### src/sfr_cfg.svh
// Constants of the serial frame responder: field positions, codes, timing.
// Assumes inclusion by bare name from package and modules.
`ifndef SFR_CFG_SVH
`define SFR_CFG_SVH
`define SFR_FRAME_BITS     32
`define SFR_RW_BIT         31
`define SFR_ADDR_HI        30
`define SFR_ADDR_LO        24
`define SFR_ADDR_W         7
`define SFR_ID_ADDR        7'h00
`define SFR_MAKER_HI       23
`define SFR_MAKER_LO       16
`define SFR_VER_HI         15
`define SFR_VER_LO         8
`define SFR_WDS_BIT        1
`define SFR_MAKER_CODE     8'h5A
`define SFR_VER_CODE       8'h01
`define SFR_GAP_CYCLES     5
`define SFR_REG_DEPTH      4
`endif

### src/sfr_pkg.sv
// Types of the serial frame responder.
// Assumes sfr_cfg.svh is on the include path.
`include "sfr_cfg.svh"
package sfr_pkg;
	// One command word split into its fields
	typedef struct packed {
		logic                    rw;
		logic [`SFR_ADDR_W-1:0] addr;
		logic [23:0]             data;
	} sfr_cmd_t;
	// Serial pin group toward the master
	typedef struct packed {
		logic sck;
		logic si;
		logic cs_n;
	} sfr_pins_t;
endpackage : sfr_pkg

### src/sfr_responder.sv
// SPI slave frame responder with identification register.
// Takes 32-bit commands MSB first and answers the previous one on SO.
// Registers behind the link: the id word at address zero and a small store.
// Assumes SCK, SI and chip select come asynchronously from an SPI master,
// and that SCK is slow enough (period >= 4 clk) to be edge-sampled.
// Assumes the watchdog fault input is already in the clk domain.
// The SO pad is outside: so_out is driven onto the pin while so_oe is high.
`timescale 1ns/1ps
`include "sfr_cfg.svh"
////////////////////////////////////////////////////////////////////////
module sfr_responder #(
	parameter logic [7:0] MAKER   = `SFR_MAKER_CODE, // Arbitrary value
	parameter logic [7:0] VERSION = `SFR_VER_CODE,   // Arbitrary value
	parameter int         DEPTH   = `SFR_REG_DEPTH
) (
	input  wire logic clk,
	input  wire logic reset,
	input  wire logic sck,
	input  wire logic si,
	input  wire logic chip_select_n,
	input  wire logic clock_watchdog_fault,
	output logic      so_out,
	output logic      so_oe,
	output logic      frame_error
);
	import sfr_pkg::*;
	localparam int CW = $clog2(`SFR_FRAME_BITS + 1) + 1;
	sfr_pins_t             pins_s;
	logic                  sck_q;
	logic                  cs_q;
	logic                  sck_rise;
	logic                  sck_fall;
	logic                  cs_rise;
	logic                  cs_fall;
	logic [31:0]           rx_q;
	logic [31:0]           tx_q;
	logic [CW-1:0]         cnt_q;
	logic                  wds_q;
	logic                  first_q;
	logic                  bad_q;
	logic                  we;
	logic [`SFR_ADDR_W-1:0] addr_q;
	logic [`SFR_ADDR_W-1:0] mem_addr;
	logic [23:0]           mem_rdata;
	logic [31:0]           resp;
	sfr_cmd_t              cmd;
	////////////////////////////////////////////////////////////////////
	// Pin synchronisation; all pin logic reads only the second stage.
	// Reset levels match the idle pins (clock low, data low, select high),
	// so no false edge is seen when reset is released.
	sfr_sync #(.W(3), .INIT(3'h1)) u_sync (
		.clk   (clk),
		.reset (reset),
		.d     ({sck, si, chip_select_n}),
		.q     (pins_s)
	);
	// Edge history of synchronised SCK and chip select
	always_ff @(posedge clk or posedge reset) begin
		if (reset) begin
			sck_q <= 1'b0;
			cs_q  <= 1'b1;
		end else begin
			sck_q <= pins_s.sck;
			cs_q  <= pins_s.cs_n;
		end
	end
	// SCK edges count only inside a frame; a free-running or glitching
	// clock while deselected cannot disturb the shifters
	assign sck_rise = pins_s.sck & ~sck_q & ~pins_s.cs_n;
	assign sck_fall = ~pins_s.sck & sck_q & ~pins_s.cs_n;
	assign cs_fall = ~pins_s.cs_n & cs_q;
	assign cs_rise = pins_s.cs_n & ~cs_q;
	////////////////////////////////////////////////////////////////////
	// Identification word built from constants and sticky status
	function automatic logic [31:0] id_word(input logic clock_watchdog_status);
		logic [31:0] w;
		w = 32'h00000000;
		w[`SFR_MAKER_HI:`SFR_MAKER_LO] = MAKER;
		w[`SFR_VER_HI:`SFR_VER_LO]     = VERSION;
		w[`SFR_WDS_BIT] = clock_watchdog_status;
		return w;
	endfunction : id_word
	// a frame counts only with exactly 32 clocked bits
	function automatic logic frame_whole(input logic [CW-1:0] n);
		return n == CW'(`SFR_FRAME_BITS);
	endfunction : frame_whole
	// data rows start at address one; zero wraps out of range
	function automatic logic [`SFR_ADDR_W-1:0] row_of(
		input logic [`SFR_ADDR_W-1:0] a);
		return a - `SFR_ADDR_W'(1);
	endfunction : row_of
	// A one-clock fault pulse is enough; only reset clears the flag
	// sticky watchdog timeout, cleared only by reset
	always_ff @(posedge clk or posedge reset) begin
		if (reset) begin
			wds_q <= 1'b0;
		end else if (clock_watchdog_fault) begin
			wds_q <= 1'b1;
		end
	end
	////////////////////////////////////////////////////////////////////
	// Bit counter and receive shifter
	// capture on falling SCK
	// MSB arrives first, shifts toward the top
	always_ff @(posedge clk or posedge reset) begin
		if (reset) begin
			rx_q  <= 32'h00000000;
			cnt_q <= '0;
		end else if (cs_fall) begin
			cnt_q <= '0;
		end else if (sck_fall) begin
			rx_q <= {rx_q[30:0], pins_s.si};
			// saturate so overlong frames stay invalid
			if (cnt_q != CW'(`SFR_FRAME_BITS + 1))
				cnt_q <= cnt_q + CW'(1);
		end
	end
	assign cmd = sfr_cmd_t'(rx_q);
	////////////////////////////////////////////////////////////////////
	// Frame completion: validate, write, remember address
	// act only on exactly 32 bits
	// write loads data; read leaves store alone
	// writes to the identification address are dropped
	assign we = cs_rise && frame_whole(cnt_q) && cmd.rw &&
		cmd.addr != `SFR_ID_ADDR;
	// response chosen from the previous frame only
	always_ff @(posedge clk or posedge reset) begin
		if (reset) begin
			addr_q  <= `SFR_ID_ADDR;
			bad_q   <= 1'b0;
			first_q <= 1'b1;
		end else if (cs_rise) begin
			// A bad frame keeps the old address; the bad flag overrides it
			bad_q <= ~frame_whole(cnt_q);
			if (frame_whole(cnt_q))
				addr_q <= cmd.addr;
		end else if (cs_fall) begin
			// only the first frame after reset is forced
			first_q <= 1'b0;
		end
	end
	assign frame_error = bad_q;
	// address decode and store access
	// The write port borrows the address for one cycle at frame end; the
	// read data settle again well before the next frame may start
	assign mem_addr = we ? row_of(cmd.addr) : row_of(addr_q);
	sfr_regmem #(.DEPTH(DEPTH), .AW(`SFR_ADDR_W)) u_mem (
		.clk   (clk),
		.reset (reset),
		.we    (we),
		.addr  (mem_addr),
		.wdata (cmd.data),
		.rdata (mem_rdata)
	);
	// actual stored contents, rw bit zero
	// invalid frame returns identification
	// Priority: first frame, then bad frame, then the id address
	always_comb begin
		if (first_q || bad_q || addr_q == `SFR_ID_ADDR)
			resp = id_word(wds_q);
		else
			resp = {1'b0, addr_q, mem_rdata};
	end
	////////////////////////////////////////////////////////////////////
	// Transmit shifter
	// load at frame start, shift while receiving
	// The first rising SCK finds bit 31 already on SO, so it is skipped;
	// this keeps the master sampling on falling SCK for all 32 bits
	// SO advances on rising SCK; MSB first
	always_ff @(posedge clk or posedge reset) begin
		if (reset) begin
			tx_q <= 32'h00000000;
		end else if (cs_fall) begin
			tx_q <= resp;
		end else if (sck_rise && cnt_q != '0) begin
			tx_q <= {tx_q[30:0], 1'b0};
		end
	end
	// drive SO only inside a frame
	// Registered so the pad enable never glitches on a pin edge
	always_ff @(posedge clk or posedge reset) begin
		if (reset) begin
			so_oe <= 1'b0;
		end else begin
			so_oe <= ~pins_s.cs_n & ~cs_rise;
		end
	end
	assign so_out = tx_q[31];
	////////////////////////////////////////////////////////////////////
	// Checks on what this block drives; covers mark the main scenarios
	// quiet when deselected
	a_so_quiet: assert property (@(posedge clk)
		disable iff (reset) pins_s.cs_n && cs_q |=> !so_oe)
		else $error("SO driven outside frame");
	a_oe_frame: assert property (@(posedge clk)
		disable iff (reset) !pins_s.cs_n |=> so_oe)
		else $error("SO not driven inside frame");
	a_oe_release: assert property (@(posedge clk)
		disable iff (reset) cs_rise |=> !so_oe)
		else $error("SO still driven after frame end");
	a_cnt_clear: assert property (@(posedge clk)
		disable iff (reset) cs_fall |=> cnt_q == '0)
		else $error("bit count not cleared at frame start");
	a_cnt_sat: assert property (@(posedge clk)
		disable iff (reset) cnt_q <= CW'(`SFR_FRAME_BITS + 1))
		else $error("bit count ran past saturation");
	a_short_bad: assert property (@(posedge clk)
		disable iff (reset) cs_rise && cnt_q != CW'(32) |=> bad_q)
		else $error("bad frame not flagged");
	a_good_ok: assert property (@(posedge clk)
		disable iff (reset) cs_rise && cnt_q == CW'(32) |=>
		!bad_q && addr_q == $past(cmd.addr))
		else $error("good frame not taken");
	a_rx_capture: assert property (@(posedge clk)
		disable iff (reset) sck_fall && !cs_fall |=>
		rx_q[0] == $past(pins_s.si))
		else $error("SI not captured on falling SCK");
	a_tx_load: assert property (@(posedge clk)
		disable iff (reset) cs_fall |=> tx_q == $past(resp))
		else $error("response not loaded at frame start");
	// SO moves only at the frame-start load and on rising SCK
	a_tx_hold: assert property (@(posedge clk)
		disable iff (reset) !cs_fall && !sck_rise |=> $stable(tx_q))
		else $error("SO changed without rising SCK");
	a_tx_shift: assert property (@(posedge clk)
		disable iff (reset) sck_rise && cnt_q != '0 && !cs_fall |=>
		tx_q[31] == $past(tx_q[30]))
		else $error("SO not MSB-first shift");
	a_first_id: assert property (@(posedge clk)
		disable iff (reset) cs_fall && first_q |=>
		tx_q == id_word(wds_q))
		else $error("first frame not identification");
	a_bad_id: assert property (@(posedge clk)
		disable iff (reset) cs_fall && bad_q |=>
		tx_q == id_word(wds_q))
		else $error("invalid frame not answered with id");
	a_id_write: assert property (@(posedge clk)
		disable iff (reset) cs_rise && cmd.addr == `SFR_ID_ADDR |-> !we)
		else $error("identification address written");
	a_id_bit31: assert property (@(posedge clk)
		disable iff (reset) resp[31] == 1'b0)
		else $error("response bit 31 set");
	a_id_fields: assert property (@(posedge clk)
		disable iff (reset) addr_q == `SFR_ID_ADDR |->
		resp[23:8] == {MAKER, VERSION})
		else $error("id fields wrong");
	a_wds_set: assert property (@(posedge clk)
		disable iff (reset) clock_watchdog_fault |=> wds_q)
		else $error("watchdog status not set");
	a_wds_stick: assert property (@(posedge clk)
		disable iff (reset) wds_q |=> wds_q)
		else $error("watchdog status cleared");
	// Main scenarios: write, bad frame, data read, first frame, timeout
	c_write: cover property (@(posedge clk) disable iff (reset) we);
	c_bad: cover property (@(posedge clk) disable iff (reset)
		cs_rise && cnt_q != CW'(32));
	c_read: cover property (@(posedge clk) disable iff (reset)
		cs_fall && !first_q && !bad_q && addr_q != `SFR_ID_ADDR);
	c_first: cover property (@(posedge clk) disable iff (reset)
		cs_fall && first_q);
	c_wds: cover property (@(posedge clk) disable iff (reset) $rose(wds_q));
endmodule : sfr_responder

### src/sfr_sync.sv
// Two-flop synchroniser for a bundle of asynchronous inputs.
// Assumes the inputs may change at any time relative to clk.
`timescale 1ns/1ps
`include "sfr_cfg.svh"
module sfr_sync #(
	parameter int           W    = 3,
	parameter logic [W-1:0] INIT = '1
) (
	input  wire logic         clk,
	input  wire logic         reset,
	input  wire logic [W-1:0] d,
	output logic      [W-1:0] q
);
	logic [W-1:0] meta_q;
	// First stage only feeds second stage; reset to the pins' idle levels
	always_ff @(posedge clk or posedge reset) begin
		if (reset) begin
			meta_q <= INIT;
			q      <= INIT;
		end else begin
			meta_q <= d;
			q      <= meta_q;
		end
	end
endmodule : sfr_sync

### src/sfr_regmem.sv
// Small register store addressed by row (command address minus one); read data registered.
// Assumes one write or read per frame, well below clock rate.
`timescale 1ns/1ps
`include "sfr_cfg.svh"
module sfr_regmem #(
	parameter int DEPTH = `SFR_REG_DEPTH,
	parameter int AW    = `SFR_ADDR_W
) (
	input  wire logic          clk,
	input  wire logic          reset,
	input  wire logic          we,
	input  wire logic [AW-1:0] addr,
	input  wire logic [23:0]   wdata,
	output logic      [23:0]   rdata
);
	logic [23:0] mem_q [DEPTH];
	// Writes land only on mapped rows; others are dropped
	always_ff @(posedge clk or posedge reset) begin
		if (reset) begin
			for (int i = 0; i < DEPTH; i++)
				mem_q[i] <= 24'h000000;
		end else if (we && addr < AW'(DEPTH)) begin
			mem_q[addr[$clog2(DEPTH)-1:0]] <= wdata;
		end
	end
	// Unmapped rows read zero
	always_ff @(posedge clk or posedge reset) begin
		if (reset) begin
			rdata <= 24'h000000;
		end else if (addr < AW'(DEPTH)) begin
			rdata <= mem_q[addr[$clog2(DEPTH)-1:0]];
		end else begin
			rdata <= 24'h000000;
		end
	end
endmodule : sfr_regmem

### config.mk
export PLATFORM = sky130hd
export DESIGN_NAME = sfr_responder
export DESIGN_NICKNAME = d
export VERILOG_FILES = /design/src/sfr_pkg.sv /design/src/sfr_responder.sv /design/src/sfr_sync.sv /design/src/sfr_regmem.sv
export VERILOG_INCLUDE_DIRS = /design/src
export SDC_FILE = /design/constraint.sdc
export NUM_CORES = 1
export LEC_CHECK = 0
export ABC_AREA = 1
export BUFFER_PORTS_ARGS = -buffer_cell sky130_fd_sc_hd__buf_2
export CAP_MARGIN = 20
export CORE_MARGIN = 3
export CORE_UTILIZATION = 50
export CTS_CLUSTER_DIAMETER = 40
export CTS_CLUSTER_SIZE = 30
export DETAILED_ROUTE_END_ITERATION = 7
export PLACE_DENSITY = 0.65
export SYNTH_ARGS = -nofsm -noshare
export SYNTH_HDL_FRONTEND = slang
export SYNTH_SLANG_ARGS = --single-unit
### constraint.sdc
create_clock -name clk -period 8.41 [get_ports clk]
set_clock_uncertainty 0.1 [all_clocks]
set_input_delay 0.841 -clock clk [delete_from_list [all_inputs] [get_ports clk]]
set_output_delay 0.841 -clock clk [all_outputs]
set_load 0.02 [all_outputs]
# Word level (Yosys, flattened, before mapping)

Index checks and enable logic that the tools add are counted.

Register bits: 210
Bits in latches: 0
Bits in writable memories: 0
Bits in read-only memories: 0
Output and inout bits: 3
Memories: 0

Add/subtract/negate cells: 3
Multiply operators: 0
Divide/modulo/power cells: 0
$lt $le $gt $ge: 3
Equal/unequal tests: 2
Shifts and indexed selects: 0
Muxes and demuxes: 14
Bitwise logic cells: 15
Reductions and logical operators: 18

Operator list:

| kind                                                                          | number |
|---|---|
| 96-bit bitwise mux                                                            | 1 |
| 24-bit 2-to-1 mux                                                             | 4 |
| 32-bit 2-to-1 mux                                                             | 2 |
| 24-bit binary-select mux with 2-bit select                                    | 1 |
| 24-bit demux with 2-bit select                                                | 1 |
| 31-bit 2-to-1 mux                                                             | 1 |
| 7-bit 2-to-1 mux                                                              | 4 |
| 7-bit nonzero test                                                            | 2 |
| 7-bit by 1-bit subtractor with 7-bit output (second input constant)           | 2 |
| 2-bit AND reduction                                                           | 4 |
| 7-bit by 1-bit adder with 7-bit output (second input constant)                | 1 |
| 1-bit AND                                                                     | 7 |
| 7-bit by 6-bit equality test with 1-bit output (second input constant)        | 1 |
| 7-bit zero test                                                               | 1 |
| 7-bit by 3-bit less-than comparator with 1-bit output (second input constant) | 1 |
| 7-bit by 6-bit != test with 1-bit output (second input constant)              | 1 |
| 1-bit inverter                                                                | 7 |
| 1-bit logical AND                                                             | 6 |
| 2-bit nonzero test                                                            | 3 |
| 3-bit greater-or-equal comparator (second input constant)                     | 1 |
| 3-bit by 1-bit less-than comparator with 1-bit output (second input constant) | 1 |
| 2-bit inverter with 3-bit output                                              | 1 |
| 1-bit logical OR                                                              | 2 |

# Longest topological paths before layout

Gate-level depths: netlist of run 1.

Word-level depth: 12
Mapped depth: 17
Gate-level depth less buffers: 14

# Modules after synthesis

A second synthesis of run 1 with hierarchy kept.

Cell total of the unflattened synthesis: 1157
Area total of the unflattened synthesis: 9580.4 µm²

Modules (own cells, without submodules):

| module        | times used | cells each | area each (µm²) |
|---|---|---|---|
| sfr_regmem    | 1          | 672        | 5426.5 |
| sfr_responder | 1          | 478        | 3997.6 |
| sfr_sync      | 1          | 7          | 156.4 |

# Worst setup path after synthesis of run 1

Ideal clock, no wire load.

Kind: reg2reg
From: register u_sync.q[0]
To: register u_mem.rdata[10]
Arrival: 2.625 ns
Slack: 5.612 ns
Cell stages (with the launch flop): 18
Path buffers: 3
Period minus slack after synthesis: 2.798 ns
Cell sequence: dfstp_2 inv_2 nor2_4 nand3_2 nor2_2 nand2_2 nand2_1 nand2_2 inv_2 clkbuf_1 ha_1 clkbuf_1 inv_1 clkbuf_1 o21ai_0 inv_1 o21ai_0 a21oi_2

Longest elaborated chain between the ends: 10
Elaborated cells between the ends (all ways): 11

Ends and longest elaborated chain:

| what                                                                                          | RTL line             | RTL |
|---|---|---|
| start, declared                                                                               | sfr_sync.sv:12       | `output logic [W-1:0] q` |
| start signal, assigned                                                                        | sfr_sync.sv:22       | `q <= meta_q;` |
| 1-bit AND *                                                                                   | sfr_responder.sv:72  | `assign cs_rise = pins_s.cs_n & ~cs_q;` |
| 1-bit logical AND * (2 in series)                                                             | sfr_responder.sv:124 | `assign we = cs_rise && frame_whole(cnt_q) && cmd.rw &&` |
| 1-bit logical AND (no line) *                                                                 | --                   |  |
| 7-bit 2-to-1 mux *                                                                            | sfr_responder.sv:146 | `assign mem_addr = we ? row_of(cmd.addr) : row_of(addr_q);` |
| branches (longest 4 deep; another with 7-bit by 3-bit less-than comparator with 1-bit output) | --                   |  |
| 24-bit 2-to-1 mux *                                                                           | sfr_regmem.sv:30     | `end else if (addr < AW'(DEPTH)) begin` |
| end signal, assigned                                                                          | sfr_regmem.sv:31     | `rdata <= mem_q[addr[$clog2(DEPTH)-1:0]];` |
| end, declared                                                                                 | sfr_regmem.sv:14     | `output logic [23:0] rdata` |

Mark *: on every way between the ends. The select of a mux whose other input is x is not followed.
A chain may end at the register's enable or synchronous reset.

# Final worst setup path of run 1

From: register cs_q
To: register tx_q[6]

Longest elaborated chain between the ends: 2
Elaborated cells between the ends (all ways): 3

Ends and longest elaborated chain:

| what                                                           | RTL line             | RTL |
|---|---|---|
| start, declared                                                | sfr_responder.sv:30  | `logic cs_q;` |
| start signal, assigned                                         | sfr_responder.sv:64  | `cs_q <= pins_s.cs_n;` |
| 1-bit AND *                                                    | sfr_responder.sv:71  | `assign cs_fall = ~pins_s.cs_n & cs_q;` |
| 32-bit 2-to-1 mux / 2-bit nonzero test (equally long branches) | --                   |  |
| end signal, assigned                                           | sfr_responder.sv:174 | `tx_q <= resp;` |
| end signal, assigned                                           | sfr_responder.sv:176 | `tx_q <= {tx_q[30:0], 1'b0};` |
| end, declared                                                  | sfr_responder.sv:36  | `logic [31:0] tx_q;` |

Every way passes the cells marked *; elsewhere a longest branch is shown, timed or not.

==> metrics, run 1 <==
final instance area between 10000 and 15000 sq um; CTS tree done; CP bufs+invs 3; Setup Crit Path Kind register to register; Final Util between 50% and 60%; WL/cell 16.7 um; pre-CTS setup slack between 4000 and 5000 ps; Chip Width approximately 140 um; post-synthesis sequential area ratio 56.5%; critical-path cell list inv_1 > nor2_1 > clkinv_1 > o21ai_2 > clkinv_1 > a21oi_1 > a21oi_1; post-synthesis adder-cell area fraction 0.538%; leakage power 5.06 nW; total power per unit cell area 248 nW/um^2; crit path launch cs_q; Num CTS Buffers 34; slowest CP cell clkinv_1; Max Fclk approximately 0.24 GHz; grt ovf 0; clk root buf clkbuf_16; synthesis-stage register bit count 210; htree depth 2; Die H 142 um; most frequent cells after synthesis nand2_1, dfrtp_1, o21ai_0; R2R Path Start cs_q; max_cap viols 0; worst hold start u_sync.meta_q[2]; final worst path period need 4180 ps; EDFF count, synth 0; Max VDD drop between 0.15 and 0.2 mV; Worst Path Required 8660 ps; max incr delay on CP approximately 1100 ps; Mean Syn Cell Area between 9 and 10 sq um; relative slew slack 35.3%; # hold bufs at CTS 0; yosys warns 0; Hold Path Sink u_sync.q[2]; synth top area cells dfrtp_1, nand2_1, o21ai_0; IO Count 9; clock sink count 210; Routed Antenna Nets 0; Setup-failing EPs final 0; Netlist cell types 36; Starting Density 51.3%; vias per cell 5.49; post-DP HPWL approximately 12000 um; Clock Path Buffers 3; initial antenna violation count 0; combinational family with the most area after synthesis simple AND/OR/NAND/NOR gates; vias in the first global route approximately 6800; FF-to-FF setup slack ~4200 ps; clock latency on the worst-skew pair approximately 490 ps; clock-pin slew on the worst setup and hold paths 50 ps; Placer Congestion roughly 0.76; crit-path max FO 35; Fillers between 1500 and 2000; P&R area growth vs syn 13.9%; worst min path class register to register; main flop type after synthesis dfrtp_1; Mapped Cells between 1000 and 1500; register area approximately 5300 sq um; cell taking the most area after synthesis dfrtp_1; CP Capture Type register; placed cell count approximately 1200; final cell count without fillers 1273; area share of the largest cell type after synthesis 55.4%; global-route usage over all layers between 20% and 30%; vias 6991; starting DRC count in detailed routing 613; drt pass-1 iters 6; most frequent cell after synthesis nand2_1; Final Cycle Share between 40 and 50%; setup bufs post-CTS 0; unrepaired setup endpoints after global routing no; multiplexer share of the synthesized area 0%; post-route setup slack approximately 4200 ps; RR Endpoint tx_q[6]; setup TNS 0 ps; synthesized cell area 9300 sq um; # rows 49; drt total wl between 20000 and 25000 um; post-synthesis compound-gate area fraction ~14%; first-pass GRT wire length 36100 um; CP arrival between 4000 and 5000 ps; Nets 1028; post-synth net total roughly 1000; Post-Synth Simple-Gate Area a little over a fifth; Hold Fails Final Rpt 0; share of cells above drive strength 1 15.1%; dpl cell area between 9000 and 10000 sq um; Synth async-reset ratio 100%; worst reg2reg path depth 7; slew of the pin with the lowest slew margin ~970 ps; outcome finished, final reports clean; core area 18100 sq um; delay-heaviest family, CP buffers and inverters; largest net degree at the start of global routing 139; footprint of the multi-input gates 3350 sq um; final slew viol count 0; IO buf count 8; type of origin of the critical path register; CTS resizes 0; DRC violations left 0; die area slightly above 20000 sq um; Synth Area in XOR/XNOR 0%; Hold Crit Depth 0; Ant. Diodes 0
-- cell families (layout without fill, tap and decap cells) --
logic type / after synthesis / in the layout
DFF: 210 / 210
buffers and inverters: 156 / 168
and+or+nand+nor: 434 / 434
AOI/OAI and AO/OA: 228 / 228
adders and majority gates: 4 / 4
-- sequential cells by signal, indices dropped and copies added, names as in the netlist, 3 cells and up --
name	count
addr_q	7
cmd	32
cnt_q	7
tx_q	32
u_mem.mem_q	96
u_mem.rdata	24
u_sync.meta_q	3
u_sync.q	3
-- worst max path at each step --
stage           endpoint  cells past startpoint
2_1_floorplan  addr_q[0]                      1
3_3_place_gp     tx_q[4]                      7
3_5_place_dp     tx_q[6]                      7
4_1_cts          tx_q[6]                      7
5_1_grt          tx_q[6]                      7
6_report         tx_q[6]                      7
-- layout by cell type, fill, tap and decap left out, types with 5 or more instances in the layout --
cell type and n:
or2_2 25, nor2_1 37, nand3_1 12, inv_1 77, clkbuf_8 6, inv_2 5
nor3_1 8, nand2_1 259, o21ai_1 24, clkbuf_16 37, clkinvlp_4 5, a21oi_1 44
nand4_1 74, o21ai_0 103, buf_4 11, buf_2 8, a21oi_2 20, nand3_2 5
dfrtp_1 206, o211ai_1 25, clkinv_2 7
-- per-stage QoR --
stage	hold WS, ps	power [mW]
finish	245	2.63
global route	262	2.74
CTS	246	2.66
detailed placement	236	1.20
global placement	232	1.19
floorplan	231	1.17
-- worst reg2reg max path: stages, from the launching register on --
cell and delay [ps]:
dfstp_2 560, inv_1 60, nor2_1 730, clkinv_1 1070, o21ai_2 310, clkinv_1 700, a21oi_1 410, a21oi_1 110
-- layout make-up --
type / instances / share of cell area [%]
Sequential cell: 210 / 49.6
Multi-Input combinational cell: 666 / 31.6
Clock buffer: 44 / 9.55
Tap cell: 229 / 2.70
Clock inverter: 18 / 1.98
Inverter: 86 / 3.14
Timing Repair Buffer: 20 / 1.35
-- where the power goes --
| group | total, mW | internal (mW) | switching [mW] |
|---|---|---|---|
| Clock | 1.45 | 0.973 | 0.480 |
| Sequential | 1.08 | 1.06 | 0.0296 |
| Combinational | 0.0938 | 0.0305 | 0.0633 |
| Total | 2.63 | 2.06 | 0.573 |
-- routing by layer --
layer  global-route usage (%)  vias up  share of wire, %
li1                         -     3428                 -
met1                     31.5     3368                48
met2                     34.3      162                46
met3                     4.00       33               4.7
met4                     6.50        0               1.9
met5                        0        -                 0
Note: power is estimated with default switching activity, not from simulation.
==> inputs of run 2 (changes only) <==
--- a/config.mk
+++ b/config.mk
@@ -6,7 +6,7 @@
 export SDC_FILE = /design/constraint.sdc
 export NUM_CORES = 1
 export LEC_CHECK = 0
-export ABC_AREA = 1
+export ABC_AREA = 0
 export BUFFER_PORTS_ARGS = -buffer_cell sky130_fd_sc_hd__buf_2
 export CAP_MARGIN = 20
 export CORE_MARGIN = 3
==> constraint.sdc (replaced) <==
create_clock -name clk -period 4.33 [get_ports clk]
set_clock_uncertainty 0.1 [all_clocks]
set_input_delay 0.433 -clock clk [delete_from_list [all_inputs] [get_ports clk]]
set_output_delay 0.433 -clock clk [all_outputs]
set_load 0.02 [all_outputs]
==> metrics, run 2 <==
vias per cell around 5.9; post-DP HPWL approximately 9900 um; most frequent cell after synthesis dfrtp_1; largest net degree at the start of global routing around 170; placed cell count approximately 860; die area between 15000 and 20000 sq um; Setup-failing EPs final 0; slowest CP cell or4_1; grt ovf 0; CP bufs+invs 2; FF-to-FF setup slack 730 ps; worst reg2reg path depth 10; vias between 5000 and 6000; P&R area growth vs syn 15.5%; delay-heaviest family, CP simple AND/OR/NAND/NOR gates; Max VDD drop 0.429 mV; post-route setup slack a little over 700 ps; htree depth 1; most frequent CP cell buf_4; Clk pwr share between 50% and 60%; Starting Density approximately 52%; Switch Pwr about 1.0 mW; global-route usage over all layers about a fifth; WL/cell 20.1 um; Mapped Cells 659; Fillers 1347; starting DRC count in detailed routing 356; initial antenna violation count 0; Final Cycle Share a little over four fifths; EDFF count, synth 0; pre-CTS setup slack around 720 ps; max incr delay on CP slightly above 700 ps; core area between 15000 and 20000 sq um; final worst path period need about 3600 ps; first-pass GRT wire length 31000 um; sw frac between 20% and 30%; Ant. Diodes 0; yosys warns 0; Chip Width roughly 140 um; register area between 5000 and 6000 sq um; Mean Syn Cell Area ~14 sq um; Netlist cell types 43; vias in the first global route between 5000 and 6000; drt pass-1 iters 4; Routed Antenna Nets 0; violated checks hold timing; RR Endpoint u_mem.rdata[2]; max FFs per register 96; post-synthesis adder-cell area fraction 0.548%; Synth async-reset ratio 100%; CTS tree done; Clock Path Buffers 3; CTS resizes 0; Final Util between 50% and 60%; # hold bufs at CTS 4; Synth Area in XOR/XNOR 0.576%; unrepaired setup endpoints after global routing no; hold_ws -3.26 ps; Post-Synth Simple-Gate Area around 5.2%; type of origin of the critical path register; total internal power between 3 and 4 mW; cell taking the most area after synthesis dfrtp_1; IO buf count 8; leakage power between 5 and 6 nW; post-synth net total approximately 670; most frequent cells after synthesis dfrtp_1, mux2_2, mux2i_1; relative slew slack between 40% and 50%; synth top area cells dfrtp_1, mux2_2, mux2i_1; synthesized cell area 9130 sq um; clk root buf clkbuf_16; area share of the largest cell type after synthesis ~56%; # rows 48; clock latency on the worst-skew pair about 540 ps; DRC violations left 0; IO Count 9; clock-pin slew on the worst setup and hold paths roughly 60 ps; Seq pwr share between 40% and 50%; R2R Path Start cnt_q[3]; Setup Crit Path Kind register to register; slew of the pin with the lowest slew margin between 800 and 900 ps; main flop type after synthesis dfrtp_1; most frequent cells in the layout dfrtp_1, mux2_2, mux2i_1; CP arrival around 3900 ps; post-synthesis compound-gate area fraction 6.52%; setup TNS 0 ps; drt total wl around 19000 um; critical-path cell list or4_1 > nor2_1 > buf_4 > nand3_1 > a32o_1 > ha_2 > buf_4 > mux2_2 > a31oi_1 > a211oi_1; combinational power share ~2.7%; total power per unit cell area about 440 nW/um^2; max_cap viols 0; commonest non-fill, non-tap cell in the layout dfrtp_1; Placer Congestion around 0.8; synthesis-stage register bit count 210; Nets between 600 and 700; Max Fclk 0.277 GHz; clock sink count 210; footprint of the multi-input gates 3650 sq um; worst min path class input pin to async pin; post-synthesis sequential area ratio between 50% and 60%; Die H approximately 140 um; setup bufs post-CTS 0; dpl cell area roughly 9400 sq um; Num CTS Buffers 30; final instance area 10500 sq um; final cell count without fillers slightly above 900; outcome complete, but fails checks; crit-path max FO 14; final slew viol count 0; share of cells above drive strength 1 36.7%; combinational family with the most area after synthesis multiplexers; CP Capture Type register; Worst Path Required 4620 ps; multiplexer share of the synthesized area roughly a quarter; Hold Fails Final Rpt 6; Biggest register u_mem.mem_q
run 2: worst reg2reg max path: stages (launching register included):
cell and delay, ps:
dfrtp_1 450, or4_1 710, nor2_1 150, buf_4 200
nand3_1 100, a32o_1 230, ha_2 580, buf_4 330
mux2_2 370, a31oi_1 150, a211oi_1 80
run 2: worst max-delay path by stage:
stage / from / to / cells past startpoint
final: cnt_q[3] / u_mem.rdata[2] / 10
after global routing: cnt_q[3] / u_mem.rdata[2] / 10
after CTS: cnt_q[3] / u_mem.rdata[2] / 10
after detailed placement: cnt_q[3] / u_mem.rdata[2] / 10
after global placement: cnt_q[3] / u_mem.rdata[8] / 10
after floorplan: cnt_q[3] / u_mem.rdata[10] / 12
run 2: power groups by stage:
stage | logic, mW | registers (mW) | clock network, mW
6_report | 0.129 | 2.04 | 2.51
5_1_grt | 0.146 | 2.04 | 2.64
4_1_cts | 0.130 | 2.04 | 2.56
3_5_place_dp | 0.126 | 2.07 | 0
3_3_place_gp | 0.122 | 2.07 | 0
2_1_floorplan | 0.0981 | 2.06 | 0
run 2: cells by family after synthesis:
kind of cell	Yosys count
flip-flops	210
multiplexers	216
AND/OR/NAND/NOR	81
XOR/XNOR	6
AO/OA/AOI/OAI	88
adder cells (fa/ha/maj)	4
buffers and inverters	54
run 2: final cells by class:
cell class / count / share of cell area [%]
clock buffer: 37 / 7.85
clock inverter: 19 / 2.27
inverter: 8 / 0.320
multi-input combinational: 395 / 34.6
sequential: 210 / 49.9
tap: 225 / 2.67
timing repair buffer: 29 / 2.40
run 2: metal layers:
metal	part of all wire, %	vias up	global-route usage [%]
met5	0	-	0
met4	2.6	0	7.24
met3	4.0	45	3.26
met2	49	127	32.2
met1	44	2827	25.1
li1	-	2446	-
run 2: stage by stage:
step | hold WS [ps] | power, mW
after floorplan | 231 | 2.16
after global placement | 232 | 2.19
after detailed placement | 236 | 2.20
after CTS | 10.8 | 4.73
after global routing | 69.1 | 4.83
final | -3.26 | 4.68
